$ cat src/design/mmvd_regs.svh
`ifndef MMVD_REGS_SVH
`define MMVD_REGS_SVH

// ----------------------------------------
// address map
// ----------------------------------------
`define MMVD_DP_LO        16'h0000
`define MMVD_DP_HI        16'h007F
`define MMVD_HP_LO        16'h1800
`define MMVD_HP_HI        16'h185F
`define MMVD_NV_LO        16'hFFB0
`define MMVD_NV_HI        16'hFFBF
`define MMVD_VEC_LO       16'hFFC0
`define MMVD_VEC_HI       16'hFFFF

// ----------------------------------------
// nonvolatile block layout (offset in block)
// ----------------------------------------
`define MMVD_NV_KEY0      4'h0
`define MMVD_NV_KEY_LAST  4'h7
`define MMVD_NV_PROT      4'hD
`define MMVD_NV_OPT       4'hF

// ----------------------------------------
// vector pairs (high byte address)
// ----------------------------------------
`define MMVD_VEC_RESET    16'hFFFE
`define MMVD_VEC_SWI      16'hFFFC
`define MMVD_VEC_IRQ      16'hFFFA
`define MMVD_VEC_LVD      16'hFFF8

// ----------------------------------------
// reset values
// ----------------------------------------
`define MMVD_PROT_RST     8'hFF
`define MMVD_OPT_RST      8'hFF

`endif

$ cat src/design/mmvd_pkg.sv
`default_nettype none
package mmvd_pkg;
    typedef enum logic [3:0] {
        MMVD_REG_NONE = 4'b0001,
        MMVD_REG_DP   = 4'b0010,
        MMVD_REG_HP   = 4'b0100,
        MMVD_REG_NV   = 4'b1000
    } mmvd_region_t;

    typedef enum logic [3:0] {
        MMVD_VEC_RESET = 4'b0001,
        MMVD_VEC_SWI   = 4'b0010,
        MMVD_VEC_IRQ   = 4'b0100,
        MMVD_VEC_LVD   = 4'b1000
    } mmvd_vec_t;

    typedef enum logic [4:0] {
        MMVD_ST_LOAD_PROT = 5'b00001,
        MMVD_ST_LOAD_OPT  = 5'b00010,
        MMVD_ST_IDLE      = 5'b00100,
        MMVD_ST_VEC_HI    = 5'b01000,
        MMVD_ST_VEC_LO    = 5'b10000
    } mmvd_state_t;
endpackage
`default_nettype wire

$ cat src/design/mmvd_decode.sv
`timescale 1ns/1ps
`default_nettype none
`include "mmvd_regs.svh"

module mmvd_decode (
    input  wire logic [15:0]            addr_i,
    output var  mmvd_pkg::mmvd_region_t region_o,
    output logic [3:0]                  nv_off_o
);
    import mmvd_pkg::*;
    // ----------------------------------------
    // region decode, purely combinational
    // ----------------------------------------
    always_comb begin
        region_o = MMVD_REG_NONE;
        if (addr_i <= `MMVD_DP_HI) begin
            region_o = MMVD_REG_DP;
        end else if (addr_i >= `MMVD_HP_LO && addr_i <= `MMVD_HP_HI) begin
            region_o = MMVD_REG_HP;
        end else if (addr_i >= `MMVD_NV_LO && addr_i <= `MMVD_NV_HI) begin
            region_o = MMVD_REG_NV;
        end
    end

    assign nv_off_o = addr_i[3:0];
endmodule

`default_nettype wire

$ cat src/design/mmvd_map.sv
`timescale 1ns/1ps
`default_nettype none
`include "mmvd_regs.svh"

// Contract
// - addresses 0x0000 to 0x007F select the direct-page register group.
// - addresses 0x1800 to 0x185F select the high-page register group.
// - addresses 0xFFB0 to 0xFFBF select the 16-byte nonvolatile block held in flash.
// - on every reset the protect and option bytes are copied from flash to working registers.
// - the nonvolatile block holds an eight-byte backdoor key exposed to security logic.
// - vectors are fetched high byte then low byte at FFFE, FFFC, FFFA and FFF8.
// - a direct access supplies only the low address byte and the high byte is zero.
// - bit set, clear and test act on any single bit of a direct-page register.
// - unused bits specified as zero read 0, except in the rdata_o value returned by a bit set on such a bit.
module mmvd_map (
    input  wire logic        clk_i,
    input  wire logic        rst_i,
    // core access
    input  wire logic        acc_valid_i,
    input  wire logic        acc_write_i,
    input  wire logic        acc_direct_i,
    input  wire logic [15:0] acc_addr_i,
    input  wire logic [7:0]  acc_wdata_i,
    input  wire logic        acc_bit_op_i,
    input  wire logic [1:0]  acc_bit_cmd_i,
    input  wire logic [2:0]  acc_bit_sel_i,
    output logic             acc_ready_o,
    output logic             rdata_valid_o,
    output logic [7:0]       rdata_o,
    output logic             bit_test_o,
    // vector fetch
    input  wire logic        vec_req_i,
    input  wire mmvd_pkg::mmvd_vec_t vec_sel_i,
    output logic             vec_valid_o,
    output logic [15:0]      vec_addr_o,
    output logic [15:0]      vec_data_o,
    // flash array read port
    output logic [15:0]      fl_addr_o,
    input  wire logic [7:0]  fl_rdata_i,
    // register group port
    output logic             reg_sel_dp_o,
    output logic             reg_sel_hp_o,
    output logic             reg_we_o,
    output logic [15:0]      reg_addr_o,
    output logic [7:0]       reg_wdata_o,
    input  wire logic [7:0]  reg_rdata_i,
    input  wire logic [7:0]  reg_zero_mask_i,
    // working copies and key
    output logic [7:0]       flash_protect_byte_o,
    output logic [7:0]       flash_option_byte_o,
    output logic [63:0]      backdoor_key_o,
    output logic             load_done_o
);
    import mmvd_pkg::*;

    // upper twelve address bits of the nonvolatile block
    localparam logic [11:0] NV_PAGE = 12'(`MMVD_NV_LO >> 4);
    // ----------------------------------------
    // address forming and decode
    // ----------------------------------------
    logic [15:0]  eff_addr;
    mmvd_region_t region;

    assign eff_addr = acc_direct_i ? {8'h00, acc_addr_i[7:0]} : acc_addr_i;

    mmvd_decode u_dec (
        .addr_i   (eff_addr),
        .region_o (region),
        .nv_off_o ()
    );

    // ----------------------------------------
    // state
    // ----------------------------------------
    mmvd_state_t st_r, st_nxt;
    logic [7:0]  prot_r, prot_nxt, opt_r, opt_nxt;
    logic [63:0] key_r, key_nxt;
    logic [3:0]  kidx_r, kidx_nxt;
    logic [15:0] vaddr_r, vaddr_nxt, vdata_r, vdata_nxt;
    logic        vvalid_r, vvalid_nxt;
    logic [7:0]  rdata_r, rdata_nxt;
    logic        rvalid_r, rvalid_nxt, btest_r, btest_nxt;
    logic [7:0]  rd_byte, bit_mask, rmw;

    function automatic logic [15:0] vec_base(input mmvd_vec_t v);
        unique case (v)
            MMVD_VEC_RESET: vec_base = `MMVD_VEC_RESET;
            MMVD_VEC_SWI:   vec_base = `MMVD_VEC_SWI;
            MMVD_VEC_IRQ:   vec_base = `MMVD_VEC_IRQ;
            MMVD_VEC_LVD:   vec_base = `MMVD_VEC_LVD;
            default:        vec_base = `MMVD_VEC_RESET;
        endcase
    endfunction

    // ----------------------------------------
    // read data path
    // ----------------------------------------
    always_comb begin
        bit_mask = 8'h01 << acc_bit_sel_i;
        unique case (region)
            MMVD_REG_DP, MMVD_REG_HP: rd_byte = reg_rdata_i & ~reg_zero_mask_i;
            default:                  rd_byte = fl_rdata_i;
        endcase
        unique case (acc_bit_cmd_i)
            2'd0:    rmw = rd_byte | bit_mask;
            2'd1:    rmw = rd_byte & ~bit_mask;
            default: rmw = rd_byte;
        endcase
    end

    // ----------------------------------------
    // next state
    // ----------------------------------------
    always_comb begin
        st_nxt     = st_r;
        prot_nxt   = prot_r;
        opt_nxt    = opt_r;
        key_nxt    = key_r;
        kidx_nxt   = kidx_r;
        vaddr_nxt  = vaddr_r;
        vdata_nxt  = vdata_r;
        vvalid_nxt = 1'b0;
        rdata_nxt  = rdata_r;
        rvalid_nxt = 1'b0;
        btest_nxt  = btest_r;
        fl_addr_o  = eff_addr;
        unique case (st_r)
            MMVD_ST_LOAD_PROT: begin
                fl_addr_o = {NV_PAGE, `MMVD_NV_PROT};
                prot_nxt  = fl_rdata_i;
                st_nxt    = MMVD_ST_LOAD_OPT;
            end
            MMVD_ST_LOAD_OPT: begin
                if (kidx_r <= `MMVD_NV_KEY_LAST) begin
                    fl_addr_o = {NV_PAGE, kidx_r};
                    key_nxt   = {key_r[55:0], fl_rdata_i};
                    kidx_nxt  = kidx_r + 4'd1;
                end else begin
                    fl_addr_o = {NV_PAGE, `MMVD_NV_OPT};
                    opt_nxt   = fl_rdata_i;
                    st_nxt    = MMVD_ST_IDLE;
                end
            end
            MMVD_ST_IDLE: begin
                if (vec_req_i) begin
                    vaddr_nxt = vec_base(vec_sel_i);
                    st_nxt    = MMVD_ST_VEC_HI;
                end else if (acc_valid_i && (!acc_write_i || acc_bit_op_i)) begin
                    rdata_nxt  = acc_bit_op_i ? rmw : rd_byte;
                    btest_nxt  = |(rd_byte & bit_mask);
                    rvalid_nxt = 1'b1;
                end
            end
            MMVD_ST_VEC_HI: begin
                fl_addr_o       = vaddr_r;
                vdata_nxt[15:8] = fl_rdata_i;
                st_nxt          = MMVD_ST_VEC_LO;
            end
            MMVD_ST_VEC_LO: begin
                fl_addr_o      = vaddr_r + 16'h0001;
                vdata_nxt[7:0] = fl_rdata_i;
                vvalid_nxt     = 1'b1;
                st_nxt         = MMVD_ST_IDLE;
            end
            default: st_nxt = MMVD_ST_LOAD_PROT;
        endcase
    end

    always_ff @(posedge clk_i or posedge rst_i) begin
        if (rst_i) begin
            st_r     <= MMVD_ST_LOAD_PROT;
            prot_r   <= `MMVD_PROT_RST;
            opt_r    <= `MMVD_OPT_RST;
            key_r    <= 64'h0000_0000_0000_0000;
            kidx_r   <= `MMVD_NV_KEY0;
            vaddr_r  <= 16'h0000;
            vdata_r  <= 16'h0000;
            vvalid_r <= 1'b0;
            rdata_r  <= 8'h00;
            rvalid_r <= 1'b0;
            btest_r  <= 1'b0;
        end else begin
            st_r     <= st_nxt;
            prot_r   <= prot_nxt;
            opt_r    <= opt_nxt;
            key_r    <= key_nxt;
            kidx_r   <= kidx_nxt;
            vaddr_r  <= vaddr_nxt;
            vdata_r  <= vdata_nxt;
            vvalid_r <= vvalid_nxt;
            rdata_r  <= rdata_nxt;
            rvalid_r <= rvalid_nxt;
            btest_r  <= btest_nxt;
        end
    end

    // ----------------------------------------
    // outputs
    // ----------------------------------------
    logic idle;
    assign idle        = (st_r == MMVD_ST_IDLE);
    assign acc_ready_o = idle && !vec_req_i;
    // flash-backed locations take no plain writes
    assign reg_we_o     = acc_ready_o && acc_valid_i && (acc_write_i || acc_bit_op_i)
                          && (acc_write_i ? 1'b1 : acc_bit_cmd_i != 2'd2)
                          && (region == MMVD_REG_DP || region == MMVD_REG_HP);
    assign reg_sel_dp_o = acc_ready_o && acc_valid_i && region == MMVD_REG_DP;
    assign reg_sel_hp_o = acc_ready_o && acc_valid_i && region == MMVD_REG_HP;
    assign reg_addr_o   = eff_addr;
    assign reg_wdata_o  = acc_bit_op_i ? rmw : acc_wdata_i;

    assign rdata_o              = rdata_r;
    assign rdata_valid_o        = rvalid_r;
    assign bit_test_o           = btest_r;
    assign vec_addr_o           = vaddr_r;
    assign vec_data_o           = vdata_r;
    assign vec_valid_o          = vvalid_r;
    assign flash_protect_byte_o = prot_r;
    assign flash_option_byte_o  = opt_r;
    assign backdoor_key_o       = key_r;
    assign load_done_o          = idle || st_r == MMVD_ST_VEC_HI || st_r == MMVD_ST_VEC_LO;
endmodule

`default_nettype wire

$ cat config.mk
export PLATFORM = sky130hd
export DESIGN_NAME = mmvd_map
export DESIGN_NICKNAME = d
export VERILOG_FILES = /design/src/design/mmvd_pkg.sv /design/src/design/mmvd_decode.sv /design/src/design/mmvd_map.sv
export VERILOG_INCLUDE_DIRS = /design/src /design/src/design
export SDC_FILE = /design/constraint.sdc
export NUM_CORES = 1
export LEC_CHECK = 0
export BUFFER_PORTS_ARGS = -buffer_cell sky130_fd_sc_hd__buf_2
export CAP_MARGIN = 10
export CORE_UTILIZATION = 45
export CTS_BUF_LIST = sky130_fd_sc_hd__clkbuf_8
export DETAILED_ROUTE_END_ITERATION = 12
export GPL_ROUTABILITY_DRIVEN = 0
export PLACE_DENSITY = 0.78
export REMOVE_ABC_BUFFERS = 1
export SLEW_MARGIN = 20
export SYNTH_ARGS = -nofsm -noshare
export SYNTH_HDL_FRONTEND = slang
export SYNTH_HIERARCHICAL = 1
export SYNTH_SLANG_ARGS = --single-unit
$ cat constraint.sdc
create_clock -name clk_i -period 3.7 [get_ports clk_i]
set_input_delay 0.74 -clock clk_i [delete_from_list [all_inputs] [get_ports clk_i]]
set_output_delay 0.74 -clock clk_i [all_outputs]
set_load 0.02 [all_outputs]
==> impl_metrics.csv <==
group,metric,value,unit
run_status,status,"completed",
routing,highest_layer,"met4",
setup_path,critPathKind,"input port to output pin",
sta,layout_setup_ws,4.384,ps
routing,wl_met2,7431,um
setup_path,critPathLaunchType,"input port",
power,ir_worst_vdd,0.5395,mV
routing,drt_iter0_drc,218,
sta,max_freq,270.6,MHz
die,core,12620,sq um
yosys,synth_cells,463,
die,die_y,115.8,um
final_layout,finish.net_count,754,
clocking,cts_tree,"yes",
run,maxCapViolCount,0,
routing,met1_length,5874,um
setup_path,required,2960,ps
global_route,grt_pass1_wl,21370,um
setup_path,cp.arrival,2960,ps
routing,drt-wirelength-per-cell,16.47,um
routing,antenna_left,0,
placed_design,io_buffers,230,
global_route,grt_max_degree,69,
sta,relSlewSlack,43.27,%
die,rows,41,
die,die_w,115.8,um
clocking,clock_path_buffers,2,
routing,wl_met3,876,um
placed_design,hpwl,10520,um
sta,post-route-min-period,3696,ps
final_layout,area_growth_syn_to_layout,29.74,%
clocking,clock-sinks,119,
placed_design,dp_slack,-100.8,ps
setup_path,r2r_cells,5,
die,ios,232,
clocking,clk_latency,430,ps
sta,fin_worst_skew,10.61,ps
final_layout,final_layout_size_suffix_gt1_share,61.40,%
die,start_util,46.20,%
clocking,cts_hold_buf,0,
hold_path,hold_path.class,"input port to async pin",
final_layout,final_core_util,59.94,%
global_route,grt.total_usage,21.20,%
global_route,grt_pass1_vias,4304,
sta,finalSetupViolCount,0,
routing,via_per_inst,5.118,
routing,wl,14400,um
yosys,yosysWarnings,6,
clocking,cts.clk_slew.worst_paths,70,ps
yosys,synthesis.area,5831,sq um
sta,post-route-period-util,99.88,%
sta,slew_viol_final,0,
routing,via_count,4473,
clocking,cts-buffers-inserted,17,
power,powerDensity,864.0,nW/um^2
power,leakage,0.003859,uW
die,die_area,13420,sq um
clocking,cts_root_buffer,"clkbuf_8",
sta,hold_violations,0,
sta,worstMarginPinSlew,851.0,ps
clocking,htreeDepth,4,
routing,drcViolationCount,0,
routing,dr.pass1.iters,4,
setup_path,endpoint_kind,"output pin",
final_layout,diodes,0,
sta,rsz0062_at_grt,"true",
global_route,grt_antenna_before_repair,0,
yosys,avgSynthCellArea,12.59,sq um
setup_path,cp_max_fo,8,
global_route,grt_overflow,0,
-- metal layers --
layer	GRT usage, %	up-vias
met5	0	-
met2	36.43	180
li1	-	2063
met1	25.25	2210
met3	5.596	20
met4	8.632	0
-- where the power goes --
group,internal (uW),switching [uW]
Combinational,1250,1790
Clock,601,521
Sequential,1960,411
Total,3810,2730
-- timing repair --
action,in CTS,in global routing
pin swaps,2,7
endpoints found under the hold margin,0,0
setup endpoints to repair,8,8
buffers inserted,2,6
cloned,1,0
gates resized for setup,7,25
-- final cells by class --
cell class                 instances  area [sq um]
multi-input combinational        285          2581
inverter                          18         72.57
timing repair buffer             248          1309
fill                            1103          5055
tap                              172         215.2
clock buffer                      21         289.0
sequential                       119          2999
clock inverter                    11         98.84
-- final timing paths --
| path | startpoint | to | slack [ps] |
|---|---|---|---|
| worst max-delay path | acc_direct_i | reg_wdata_o[1] | 4 |
| worst min-delay path | rst_i | backdoor_key_o[59] | 470 |
| worst max register to register | st_r[2] | backdoor_key_o[16] | 1470 |
| worst min register to register | vec_data_o[6] | vec_data_o[6] | 510 |
| max in group asynchronous | rst_i | flash_protect_byte_o[4] | 2410 |
| min in group clk_i | vec_data_o[6] | vec_data_o[6] | 510 |
-- stage by stage --
stage | hold slack [ps] | cell area, sq um | total power, uW | TNS, ps | instances
after floorplan | 466.8 | 5532 | 4331 | -17270 | 421
after global placement | 481.5 | 6975 | 5314 | 0 | 833
after detailed placement | 489.5 | 6975 | 5429 | -553.9 | 833
after CTS | 471.8 | 7417 | 6577 | 0 | 868
after global routing | 510.9 | 7565 | 6940 | -275.7 | 874
final | 465.8 | 7565 | 6536 | 0 | 874
-- cells in the final DEF (no fill, tap or decap), types with 6 or more instances in the layout --
master and instances:
buf_2 227, buf_4 18, clkbuf_8 21, dfrtp_1 102, dfstp_2 17, inv_1 16, mux2_1 6, mux2_2 105
mux2i_1 25, nand2_1 18, nand2b_1 9, nand3_1 11, nor2_1 8, nor2b_1 12, o21ai_0 19
-- worst max-delay path, stage by stage --
cell	delay, ps
buf_8	80
nand2b_4	130
inv_4	40
nor4_4	290
nand2_2	140
nor3_4	250
xnor2_2	170
nand2b_4	270
mux2i_4	260
a22oi_1	110
mux2_2	310
buf_2	160
-- state kept, by name, summed over array words and instances (netlist names) --
name,count
vec_addr_o,3
vec_data_o,16
vec_valid_o,1
kidx_r,4
rdata_valid_o,1
bit_test_o,1
backdoor_key_o,64
flash_option_byte_o,8
flash_protect_byte_o,8
rdata_o,8
st_r,5
(Power assumes the default switching activity.)
